**src/hw/drr_defs.vh**
```
// Contract
// - Restore code 08 reloads defaults, resets drive
// - Restore refused while parameter lock set
// - Accel time spans 0Hz to max frequency
// - Decel time spans max frequency to 0Hz
// - Four ramp sets, 2-4 by terminals/program
// - Set 1 default; jog uses set 4
// - Reverse disabled ignores reverse commands
// - Stop key only for terminal/comm source; code also honours it for source 3
// - After stop key, run must re-assert
// - Mode 0 starts at start freq, optional brake
// - Mode 1 tracks downward from set frequency
// - Start braking skipped under tracking start
// - Mode 0 stop decelerates then coast or brake
// - Mode 1 stop cuts output, no braking
// - Start frequency 0.1-10.0Hz, default 0.5; code accepts any 7-bit value, 0.0-12.7Hz
// - Stop frequency 0.1-10.0Hz, default 0.5; code accepts any 7-bit value, 0.0-12.7Hz
// - Stop braking time 0.1s units, zero disables
// - Stop braking only in decelerating stop mode
// - Brake level 0.0-20.0%, default 2.0; code accepts any 8-bit value, 0.0-25.5%
// - Overcurrent during tracking lowers frequency first
// - Track time sets search; then accelerate
// - Source 1 terminals, 2 communication
`ifndef DRR_DEFS_VH
`define DRR_DEFS_VH

// Register byte offsets
`define DRR_OFF_CFG      8'h00
`define DRR_OFF_COMM     8'h04
`define DRR_OFF_RESTORE  8'h08
`define DRR_OFF_MAXF     8'h0C
`define DRR_OFF_SETF     8'h10
`define DRR_OFF_SSFREQ   8'h14
`define DRR_OFF_DCB      8'h18
`define DRR_OFF_TRACK    8'h1C
`define DRR_OFF_RAMP0    8'h20
`define DRR_OFF_STATUS   8'h40

// Configuration field positions
`define DRR_CFG_SRC_LO   0
`define DRR_CFG_REVOK    2
`define DRR_CFG_STOPKEY  3
`define DRR_CFG_STARTM   4
`define DRR_CFG_STOPM    5
`define DRR_CFG_LOCK     6
`define DRR_CFG_PSEL_LO  7
`define DRR_CFG_PEN      9

// Reset values
`define DRR_RST_CFG      10'h00C
`define DRR_RST_MAXF     16'h1388
`define DRR_RST_SETF     16'h0000
`define DRR_RST_JOGF     16'h01F4
`define DRR_RST_SSF      7'h05
`define DRR_RST_DCBT     8'h00
`define DRR_RST_DCBV     8'h14
`define DRR_RST_TRKT     8'h14
`define DRR_RST_TRKI     8'h96
`define DRR_RST_RAMP     16'h0032
`define DRR_RST_RESTORE  8'h00

// Restore command codes
`define DRR_RESTORE_CODE 8'h08
`define DRR_RESTORE_MAX  8'h0A

// Timing: ramp and brake unit is 0.1 s
`define DRR_UNIT_NS      100000000
`define DRR_CLK_NS       8
`define DRR_UNIT_CYC     (`DRR_UNIT_NS / `DRR_CLK_NS)

`endif

```
**src/hw/drr_ramp_ctrl.v**
```verilog
// The register addresses and the APB interface to the registers were chosen for this implementation.
`timescale 1ns/1ps
`include "drr_defs.vh"
module drr_ramp_ctrl #(
	parameter [39:0] UNIT_CYC = `DRR_UNIT_CYC
)(
	input  wire        clk,
	input  wire        rst_n,
	input  wire        ce,
	input  wire [7:0]  paddr,
	input  wire        psel,
	input  wire        penable,
	input  wire        pwrite,
	input  wire [31:0] pwdata,
	output reg  [31:0] prdata,
	output wire        pready,
	output wire        pslverr,
	input  wire        termFwd,
	input  wire        termRev,
	input  wire        termJog,
	input  wire [1:0]  termRampSel,
	input  wire        panelRun,
	input  wire        panelStop,
	input  wire [7:0]  outCurrentPct,
	output wire [15:0] outFreq,
	output wire        outReverse,
	output wire        outEnable,
	output wire        dcBrake,
	output wire [7:0]  dcBrakeLevel,
	output wire        tracking
);

	localparam [2:0] ST_IDLE  = 3'h0;
	localparam [2:0] ST_DCST  = 3'h1;
	localparam [2:0] ST_TRACK = 3'h2;
	localparam [2:0] ST_RUN   = 3'h3;
	localparam [2:0] ST_DECEL = 3'h4;
	localparam [2:0] ST_DCSP  = 3'h5;

	// Parameter registers
	reg  [9:0]  cfg_ff;
	reg  [1:0]  comm_ff;
	reg  [7:0]  restore_ff;
	reg  [15:0] maxF_ff;
	reg  [15:0] setF_ff;
	reg  [15:0] jogF_ff;
	reg  [6:0]  startF_ff;
	reg  [6:0]  stopF_ff;
	reg  [7:0]  dcbStartT_ff;
	reg  [7:0]  dcbStopT_ff;
	reg  [7:0]  dcbLevel_ff;
	reg  [7:0]  trkTime_ff;
	reg  [7:0]  trkCur_ff;
	reg  [15:0] accT_ff [0:3];
	reg  [15:0] decT_ff [0:3];

	// Drive state
	reg  [2:0]  state_ff;
	reg  [15:0] freq_ff;
	reg         rev_ff;
	reg         jog_ff;
	reg  [1:0]  set_ff;
	reg         panelLatch_ff;
	reg         stopLatch_ff;
	reg  [39:0] acc_ff;
	reg  [39:0] tick_ff;
	reg  [7:0]  units_ff;
	reg  [6:0]  syncA_ff;
	reg  [6:0]  syncB_ff;
	reg  [6:0]  pinPrev_ff;

	wire        wrEn;
	wire        rdEn;
	wire        mapped;
	wire        restoreNow;
	wire [1:0]  src;
	wire        sFwd;
	wire        sRev;
	wire        sJog;
	wire [1:0]  sSel;
	wire        runRise;
	wire        stopRise;
	wire        runRaw;
	wire        revReq;
	wire        runCmd;
	wire        runEff;
	wire        jogReq;
	wire [15:0] startF10;
	wire [15:0] stopF10;
	wire [15:0] tgtRaw;
	wire [15:0] tgt;
	wire [1:0]  selNow;
	reg  [15:0] rampT;
	wire [15:0] rampTEff;
	wire [39:0] rampLim;
	wire [39:0] accSum;
	wire        ramping;
	wire        stepNow;
	wire        unitTick;
	wire        overCur;
	wire        unitClr;
	wire [7:0]  unitsNow;

	// APB decode, zero wait states
	assign pready   = 1'b1;
	assign wrEn     = psel & penable & pwrite & ce;
	assign rdEn     = psel & ~penable & ~pwrite & ce;
	assign mapped   = (paddr[1:0] == 2'h0) && (paddr <= `DRR_OFF_STATUS);
	assign pslverr  = psel & penable & ~mapped;

	assign restoreNow = wrEn && (paddr == `DRR_OFF_RESTORE) && ~cfg_ff[`DRR_CFG_LOCK]
		&& (pwdata[7:0] == `DRR_RESTORE_CODE);

	// Pin synchronisers
	always @(posedge clk or negedge rst_n)
	begin
		if (!rst_n)
		begin
			syncA_ff   <= 7'h00;
			syncB_ff   <= 7'h00;
			pinPrev_ff <= 7'h00;
		end
		else if (ce)
		begin
			syncA_ff   <= {panelStop, panelRun, termRampSel, termJog, termRev, termFwd};
			syncB_ff   <= syncA_ff;
			pinPrev_ff <= syncB_ff;
		end
	end

	assign sFwd     = syncB_ff[0];
	assign sRev     = syncB_ff[1];
	assign sJog     = syncB_ff[2];
	assign sSel     = syncB_ff[4:3];
	assign runRise  = syncB_ff[5] & ~pinPrev_ff[5];
	assign stopRise = syncB_ff[6] & ~pinPrev_ff[6];
	assign src      = cfg_ff[`DRR_CFG_SRC_LO+1:`DRR_CFG_SRC_LO];

	assign runRaw = (src == 2'h1) ? (sFwd | sRev) :
		(src == 2'h2) ? (comm_ff[0] | comm_ff[1]) : panelLatch_ff;
	assign revReq = (src == 2'h1) ? (sRev & ~sFwd) :
		(src == 2'h2) ? (comm_ff[1] & ~comm_ff[0]) : 1'b0;
	assign runCmd = runRaw & ~(revReq & ~cfg_ff[`DRR_CFG_REVOK]);
	assign runEff = runCmd & ~stopLatch_ff;
	assign jogReq = (src == 2'h1) & sJog;

	// Panel latch and stop-key latch
	always @(posedge clk or negedge rst_n)
	begin
		if (!rst_n)
		begin
			panelLatch_ff <= 1'b0;
			stopLatch_ff  <= 1'b0;
		end
		else if (ce)
		begin
			if (stopRise)
				panelLatch_ff <= 1'b0;
			else if (runRise)
				panelLatch_ff <= 1'b1;
			// key honoured for sources 1, 2 and 3
			if (stopRise && (src != 2'h0) && cfg_ff[`DRR_CFG_STOPKEY] && runRaw)
				stopLatch_ff <= 1'b1;
			else if (!runRaw)
				stopLatch_ff <= 1'b0;
		end
	end

	// Scalar parameter registers
	always @(posedge clk or negedge rst_n)
	begin
		if (!rst_n)
		begin
			cfg_ff       <= `DRR_RST_CFG;
			comm_ff      <= 2'h0;
			restore_ff   <= `DRR_RST_RESTORE;
			maxF_ff      <= `DRR_RST_MAXF;
			setF_ff      <= `DRR_RST_SETF;
			jogF_ff      <= `DRR_RST_JOGF;
			startF_ff    <= `DRR_RST_SSF;
			stopF_ff     <= `DRR_RST_SSF;
			dcbStartT_ff <= `DRR_RST_DCBT;
			dcbStopT_ff  <= `DRR_RST_DCBT;
			dcbLevel_ff  <= `DRR_RST_DCBV;
			trkTime_ff   <= `DRR_RST_TRKT;
			trkCur_ff    <= `DRR_RST_TRKI;
		end
		else if (ce && restoreNow)
		begin
			cfg_ff       <= `DRR_RST_CFG;
			comm_ff      <= 2'h0;
			restore_ff   <= `DRR_RST_RESTORE;
			maxF_ff      <= `DRR_RST_MAXF;
			setF_ff      <= `DRR_RST_SETF;
			jogF_ff      <= `DRR_RST_JOGF;
			startF_ff    <= `DRR_RST_SSF;
			stopF_ff     <= `DRR_RST_SSF;
			dcbStartT_ff <= `DRR_RST_DCBT;
			dcbStopT_ff  <= `DRR_RST_DCBT;
			dcbLevel_ff  <= `DRR_RST_DCBV;
			trkTime_ff   <= `DRR_RST_TRKT;
			trkCur_ff    <= `DRR_RST_TRKI;
		end
		else if (wrEn)
		begin
			case (paddr)
				`DRR_OFF_CFG:     cfg_ff <= pwdata[9:0];
				`DRR_OFF_COMM:    comm_ff <= pwdata[1:0];
				`DRR_OFF_RESTORE:
					if (pwdata[7:0] <= `DRR_RESTORE_MAX && pwdata[31:8] == 24'h000000)
						restore_ff <= pwdata[7:0];
				`DRR_OFF_MAXF:    maxF_ff <= pwdata[15:0];
				`DRR_OFF_SETF:
				begin
					setF_ff <= pwdata[15:0];
					jogF_ff <= pwdata[31:16];
				end
				`DRR_OFF_SSFREQ:
				begin
					startF_ff <= pwdata[6:0];
					stopF_ff  <= pwdata[14:8];
				end
				`DRR_OFF_DCB:
				begin
					dcbStartT_ff <= pwdata[7:0];
					dcbStopT_ff  <= pwdata[15:8];
					dcbLevel_ff  <= pwdata[23:16];
				end
				`DRR_OFF_TRACK:
				begin
					trkTime_ff <= pwdata[7:0];
					trkCur_ff  <= pwdata[15:8];
				end
				default: ;
			endcase
		end
	end

	genvar g;
	generate
		for (g = 0; g < 4; g = g + 1)
		begin : gRamp
			always @(posedge clk or negedge rst_n)
			begin
				if (!rst_n)
				begin
					accT_ff[g] <= `DRR_RST_RAMP;
					decT_ff[g] <= `DRR_RST_RAMP;
				end
				else if (ce && restoreNow)
				begin
					accT_ff[g] <= `DRR_RST_RAMP;
					decT_ff[g] <= `DRR_RST_RAMP;
				end
				else if (wrEn && paddr == `DRR_OFF_RAMP0 + 8 * g)
					accT_ff[g] <= pwdata[15:0];
				else if (wrEn && paddr == `DRR_OFF_RAMP0 + 8 * g + 4)
					decT_ff[g] <= pwdata[15:0];
			end
		end
	endgenerate

	// APB read data, captured in setup phase
	always @(posedge clk or negedge rst_n)
	begin
		if (!rst_n)
			prdata <= 32'h00000000;
		else if (rdEn)
		begin
			case (paddr)
				`DRR_OFF_CFG:     prdata <= {22'h000000, cfg_ff};
				`DRR_OFF_COMM:    prdata <= {30'h00000000, comm_ff};
				`DRR_OFF_RESTORE: prdata <= {24'h000000, restore_ff};
				`DRR_OFF_MAXF:    prdata <= {16'h0000, maxF_ff};
				`DRR_OFF_SETF:    prdata <= {jogF_ff, setF_ff};
				`DRR_OFF_SSFREQ:  prdata <= {17'h00000, stopF_ff, 1'b0, startF_ff};
				`DRR_OFF_DCB:     prdata <= {8'h00, dcbLevel_ff, dcbStopT_ff, dcbStartT_ff};
				`DRR_OFF_TRACK:   prdata <= {16'h0000, trkCur_ff, trkTime_ff};
				`DRR_OFF_STATUS:
					prdata <= {8'h00, stopLatch_ff, jog_ff, dcBrake, outEnable,
						rev_ff, state_ff, freq_ff};
				default:
					if (paddr >= `DRR_OFF_RAMP0 && paddr < `DRR_OFF_STATUS &&
						paddr[1:0] == 2'h0)
						prdata <= {16'h0000, paddr[2] ? decT_ff[paddr[4:3]] : accT_ff[paddr[4:3]]};
					else
						prdata <= 32'h00000000;
			endcase
		end
	end

	// Frequencies in 0.01 Hz
	assign startF10 = {9'h000, startF_ff} * 16'h000A;
	assign stopF10  = {9'h000, stopF_ff} * 16'h000A;
	assign tgtRaw   = jog_ff ? jogF_ff : setF_ff;
	assign tgt      = (tgtRaw > maxF_ff) ? maxF_ff : tgtRaw;

	// jog set 4, else default set 1
	assign selNow = jogReq ? 2'h3 : cfg_ff[`DRR_CFG_PEN] ?
		cfg_ff[`DRR_CFG_PSEL_LO+1:`DRR_CFG_PSEL_LO] : sSel;

	// Ramp time source
	always @*
	begin
		rampT = accT_ff[set_ff];
		if (state_ff == ST_TRACK)
			rampT = {8'h00, trkTime_ff};
		else if (state_ff == ST_DECEL || (state_ff == ST_RUN && freq_ff > tgt))
			rampT = decT_ff[set_ff];
	end

	assign rampTEff = (rampT == 16'h0000) ? 16'h0001 : rampT;
	assign rampLim  = {24'h000000, rampTEff} * UNIT_CYC;
	assign accSum   = acc_ff + {24'h000000, maxF_ff};
	assign ramping  = (state_ff == ST_TRACK) ||
		(state_ff == ST_RUN && freq_ff != tgt) ||
		(state_ff == ST_DECEL && freq_ff > stopF10);
	assign stepNow  = ramping && (accSum >= rampLim);
	assign unitTick = (tick_ff == UNIT_CYC - 40'h1);
	assign overCur  = outCurrentPct > trkCur_ff;
	// Unit timer restarts on entry to a timed state
	assign unitClr  = (state_ff == ST_IDLE) || (state_ff == ST_DECEL && freq_ff <= stopF10);
	// Counts the unit that ends on this edge
	assign unitsNow = units_ff + {7'h00, unitTick};

	// Step accumulator and 0.1 s tick
	always @(posedge clk or negedge rst_n)
	begin
		if (!rst_n)
		begin
			acc_ff  <= 40'h0000000000;
			tick_ff <= 40'h0000000000;
		end
		else if (ce)
		begin
			acc_ff  <= !ramping ? 40'h0000000000 : stepNow ? accSum - rampLim : accSum;
			tick_ff <= (unitTick || unitClr) ? 40'h0000000000 : tick_ff + 40'h1;
		end
	end

	// Start, run and stop sequencer
	always @(posedge clk or negedge rst_n)
	begin
		if (!rst_n)
		begin
			state_ff <= ST_IDLE;
			freq_ff  <= 16'h0000;
			rev_ff   <= 1'b0;
			jog_ff   <= 1'b0;
			set_ff   <= 2'h0;
			units_ff <= 8'h00;
		end
		else if (ce)
		begin
			if (unitTick)
				units_ff <= units_ff + 8'h01;
			if (!jog_ff)
				set_ff <= selNow;
			case (state_ff)
				ST_IDLE:
				begin
					freq_ff  <= 16'h0000;
					units_ff <= 8'h00;
					if (!restoreNow && (runEff || jogReq))
					begin
						jog_ff <= jogReq;
						set_ff <= selNow;
						rev_ff <= jogReq ? (sRev & cfg_ff[`DRR_CFG_REVOK]) : revReq;
						if (cfg_ff[`DRR_CFG_STARTM] && !jogReq)
						begin
							state_ff <= ST_TRACK;
							freq_ff  <= tgt;
						end
						else if (dcbStartT_ff != 8'h00)
							state_ff <= ST_DCST;
						else
						begin
							state_ff <= ST_RUN;
							freq_ff  <= startF10;
						end
					end
				end
				ST_DCST:
					if (unitsNow >= dcbStartT_ff)
					begin
						state_ff <= ST_RUN;
						freq_ff  <= startF10;
					end
				ST_TRACK:
				begin
					if (overCur && unitTick)
						units_ff <= units_ff;
					if (stepNow && freq_ff != 16'h0000)
						freq_ff <= freq_ff - 16'h0001;
					if (!overCur && (units_ff >= trkTime_ff || freq_ff <= startF10))
						state_ff <= ST_RUN;
				end
				ST_RUN:
					if (stepNow)
						freq_ff <= (freq_ff < tgt) ? freq_ff + 16'h0001 : freq_ff - 16'h0001;
				ST_DECEL:
					if (freq_ff <= stopF10)
					begin
						units_ff <= 8'h00;
						freq_ff  <= 16'h0000;
						state_ff <= (dcbStopT_ff != 8'h00) ? ST_DCSP : ST_IDLE;
					end
					else if (stepNow)
						freq_ff <= freq_ff - 16'h0001;
				ST_DCSP:
					if (unitsNow >= dcbStopT_ff)
						state_ff <= ST_IDLE;
				default:
					state_ff <= ST_IDLE;
			endcase
			// Jog release cuts output at once
			if (jog_ff && !jogReq && state_ff != ST_IDLE)
			begin
				state_ff <= ST_IDLE;
				freq_ff  <= 16'h0000;
				jog_ff   <= 1'b0;
			end
			else if (!jog_ff && !runEff && (state_ff == ST_RUN || state_ff == ST_TRACK ||
				state_ff == ST_DCST))
			begin
				if (cfg_ff[`DRR_CFG_STOPM] || state_ff == ST_DCST)
				begin
					state_ff <= ST_IDLE;
					freq_ff  <= 16'h0000;
				end
				// stop braking only in mode 0
				else
					state_ff <= ST_DECEL;
			end
			if (restoreNow)
			begin
				state_ff <= ST_IDLE;
				freq_ff  <= 16'h0000;
				jog_ff   <= 1'b0;
			end
			if (jog_ff && state_ff == ST_IDLE)
				jog_ff <= 1'b0;
		end
	end

	// Output decode
	assign outFreq      = freq_ff;
	assign outReverse   = rev_ff;
	assign outEnable    = (state_ff != ST_IDLE);
	assign dcBrake      = (state_ff == ST_DCST) || (state_ff == ST_DCSP);
	assign dcBrakeLevel = dcBrake ? dcbLevel_ff : 8'h00;
	assign tracking     = (state_ff == ST_TRACK);

endmodule

```
**config.mk**
```make
export PLATFORM = sky130hd
export DESIGN_NAME = drr_ramp_ctrl
export DESIGN_NICKNAME = d
export VERILOG_FILES = /design/src/hw/drr_ramp_ctrl.v
export VERILOG_INCLUDE_DIRS = /design/src /design/src/hw
export SDC_FILE = /design/constraint.sdc
export NUM_CORES = 2
export LEC_CHECK = 0
export ABC_AREA = 0
export BUFFER_PORTS_ARGS = -buffer_cell sky130_fd_sc_hd__buf_4
export CAP_MARGIN = 20
export CORE_MARGIN = 3
export CORE_UTILIZATION = 45
export DETAILED_ROUTE_END_ITERATION = 8
export PLACE_DENSITY_LB_ADDON = 0.2
export SYNTH_ARGS = -nofsm -noshare
export SYNTH_HDL_FRONTEND = slang
export SYNTH_SLANG_ARGS = --single-unit
export TNS_END_PERCENT = 50
```
**constraint.sdc**
```tcl
create_clock -name clk -period 32.8 [get_ports clk]
set_clock_uncertainty 0.05 [all_clocks]
set_input_delay 6.56 -clock clk [delete_from_list [all_inputs] [get_ports clk]]
set_output_delay 6.56 -clock clk [all_outputs]
set_load 0.02 [all_outputs]
```
==> flow_summary.ini <==
[hold_path]
hold_class = flip-flop to flip-flop

[synthesis]
yosysTopAreaCellShare_pct = 27.55
synth_top_family_by_area = simple AND/OR/NAND/NOR gates
synth_compound_area_share_pct = 15.56
synth_most_common_cell = nand2_1
synthSimpleGateAreaFrac_pct = 17.68
synthArstFlopShare_pct = 100.0
yosys_most_used_dff = dfrtp_1
ys_seq_area_share_pct = 31.47
ys_ff_latch = 411
ys_types = 94
synth_nets = 4075
yosys.area.top_type = dfrtp_1
synth_warnings = 0
synthMuxAreaShare_pct = 8.528
synth_edf_count = 0
syn_area_sq_um = 32880
synthCells = 3623
synth_xor_area_share_pct = 3.836
synth-adder-area-share_pct = 17.46
synth_common_cells = 548 x nand2_1, 362 x dfrtp_1, 296 x inv_1, 278 x ha_1, 237 x a21oi_1
synth.area.top_cells = dfrtp_1 28%, ha_1 11%, fa_1 6.9%
synth_area_per_cell_sq_um = 9.075

[floorplanning]
dieHeight_microns = 276.3
die_w_microns = 276.3
num_rows = 98
io_pins = 123
die_area_sq_um = 76350
start_util_pct = 45.68
core-area_sq_um = 71980

[worst_setup_path]
max_stage_delay_ps = 370
reg2regPathDepth = 47
r2r_setup_slack_ps = 17800
critPathSlowestCell = buf_4
reg2reg_from = jog_ff$_DFFE_PN0P_
arrival_ps = 8470
cp_cell_sequence = buf_4 > nor2_1 > nand2_1 > nor4bb_4 > buf_4 > o21ai_0 > and3_1 > buf_4
crit_required_ps = 26190
worst_path_most_repeated_cell = buf_4
critPathBufInv = 3
cp-startpoint = paddr[3]
cp_max_fo = 36
endpoint = pslverr
critPathTopFamily = simple AND/OR/NAND/NOR gates
timing.rr.end = acc_ff[39]$_DFFE_PN0P_
worstSetupStartpointType = primary input
critPathKind = primary input to output port
critical_path_depth = 8
endpoint_kind = output port

[sta]
setup_viol = 0
rsz0062_at_grt = no
hold_slack_ps = 419.3
hold_viol_final = 0
relSlewSlack_pct = 24.40
min_period_ps = 15080
worstMarginPinSlew_ps = 1134
fmax_ghz = 0.06631
maxSlewViolCount = 0
min_period_over_period_pct = 45.98
fin_setup_tns_ps = 0

[power]
p_int_mw = 1.681
clkPwrFrac_pct = 17.2
p_sw_share_pct = 49.75
combinationalPowerShare_pct = 64.6
p_leak_nw = 17.17
total_power_mw = 3.346
powerDensity_nw_per_um2 = 91.89
p_seq_share_pct = 18.2
p_sw_mw = 1.665
ir_worst_vdd_v = 0.00009246

[cts]
cts-root-buf = clkbuf_16
cts_buffer_depth = 3
cts_tree = yes
cts_resized = 0
clk_latency_ps = 630
h-tree-depth = 2
numCtsBuffers = 49
clkTransAtPathRegs_ps = 60
postCtsSetupBuffers = 0
cts_hold_buf = 0
clock_sinks = 411

[finish]
final_area_sq_um = 36410
area_growth_pct = 10.74
drive_above_1_share_pct = 12.99
instances_no_fill = 4662
nNetsFinal = 4121

[route]
drc = 0
routed_wl_mm = 110.1
drt_iter0_markers = 2745
wl_per_cell_microns = 23.61
num_vias = 28372
drtAntennaViolNets = 0
viasPerCell = 6.086
first_pass_iters = 6

[global_routing]
grt_pass1_wl_mm = 170.3
grt_pass1_vias = 27699
grt_start_max_net_pins = 102
grt_overflow = 0
antenna_found_initial = 2
track_usage_pct = 28.37

[placed_design]
gp_congestion = 0.9780
post-place-cells = 4567
io_buffers = 121
dp_hpwl_mm = 80.77
dpl-instance-area_sq_um = 34720

[job]
max_cap_violations = 0

[status]
status = finished, final reports clean
[final cells by class]
| type | instances | area (sq um) |
|---|---|---|
| fill | 6775 | 35560 |
| multi-input combinational | 2741 | 20800 |
| sequential | 411 | 10350 |
| clock buffer | 73 | 1406 |
| timing repair buffer | 169 | 1276 |
| tap | 950 | 1189 |
| inverter | 297 | 1115 |
| clock inverter | 19 | 277.8 |
| antenna | 2 | 5.005 |
[logic make-up after synthesis]
kind of cell	Yosys count
AND/OR/NAND/NOR	1258
flip-flops	411
adder cells (fa/ha/maj)	391
buffers and inverters	471
AO/OA/AOI/OAI	756
other	1
multiplexers	191
XOR/XNOR	144
[per-stage QoR]
stage                     utilization (%)  worst slack, ps
after detailed placement            48.23            17730
after global routing                50.58            16750
after floorplan                         -            18000
final                               50.59            17720
after global placement              48.23            17740
after CTS                           50.57            17720
[worst register-to-register path, delay by kind of cell (launching register included)]
family / cells / cell delay (ps)
mux: 2 / 770
buf+inv: 5 / 480
compound gates: 16 / 5140
simple gates: 13 / 2760
fa+ha+maj: 10 / 4630
xor+xnor: 1 / 160
flops: 1 / 940
[worst min-delay path by stage]
stage | startpoint | endpoint | slack, ps | depth (start not counted)
after detailed placement | prdata[27]$_DFFE_PN0P_ | prdata[27]$_DFFE_PN0P_ | 410 | 2
after global routing | prdata[28]$_DFFE_PN0P_ | prdata[28]$_DFFE_PN0P_ | 450 | 2
after CTS | prdata[27]$_DFFE_PN0P_ | prdata[27]$_DFFE_PN0P_ | 420 | 2
after global placement | prdata[24]$_DFFE_PN0P_ | prdata[24]$_DFFE_PN0P_ | 410 | 2
final | prdata[27]$_DFFE_PN0P_ | prdata[27]$_DFFE_PN0P_ | 420 | 2
after floorplan | restore_ff[3]$_DFFE_PN0P_ | restore_ff[3]$_DFFE_PN0P_ | 400 | 2
[cell usage in the layout (no fill, tap or decap), types with 72 or more instances in the layout]
cell and count:
a21oi_1 236, buf_4 167, dfrtp_1 361, fa_1 113
ha_1 278, inv_1 296, mux2_2 72, nand2_1 547
nand3_1 148, nor2_1 213, o21ai_0 111, xnor2_1 85
[state kept, by name, indices dropped and copies added (netlist names), 7 cells and up]
register	flops
trkCur_ff	8
prdata	32
tick_ff	40
acc_ff	40
jogF_ff	16
accT_ff	64
dcbStopT_ff	8
syncB_ff	7
cfg_ff	10
dcbLevel_ff	8
units_ff	8
dcbStartT_ff	8
startF_ff	7
trkTime_ff	8
outFreq	16
restore_ff	8
syncA_ff	7
setF_ff	16
decT_ff	64
stopF_ff	7
maxF_ff	16
[power groups by stage]
stage / registers [mW] / clock network (mW) / logic, mW
3_5_place_dp: 0.613 / 0 / 2.13
3_3_place_gp: 0.614 / 0 / 2.13
6_report: 0.609 / 0.575 / 2.16
4_1_cts: 0.605 / 0.585 / 2.14
2_1_floorplan: 0.596 / 0 / 1.57
5_1_grt: 0.612 / 0.607 / 2.40
[routing by layer]
metal	up-vias	global-route usage, %	wire length, microns	share of wire (%)
li1	12980	-	-	-
met1	13982	40.73	48090	44
met3	186	4.425	8788	8.0
met5	-	0	35	0.032
met4	2	8.734	3572	3.2
met2	1222	44.18	49600	45
No activity file was read; power rests on OpenSTA's default activity.
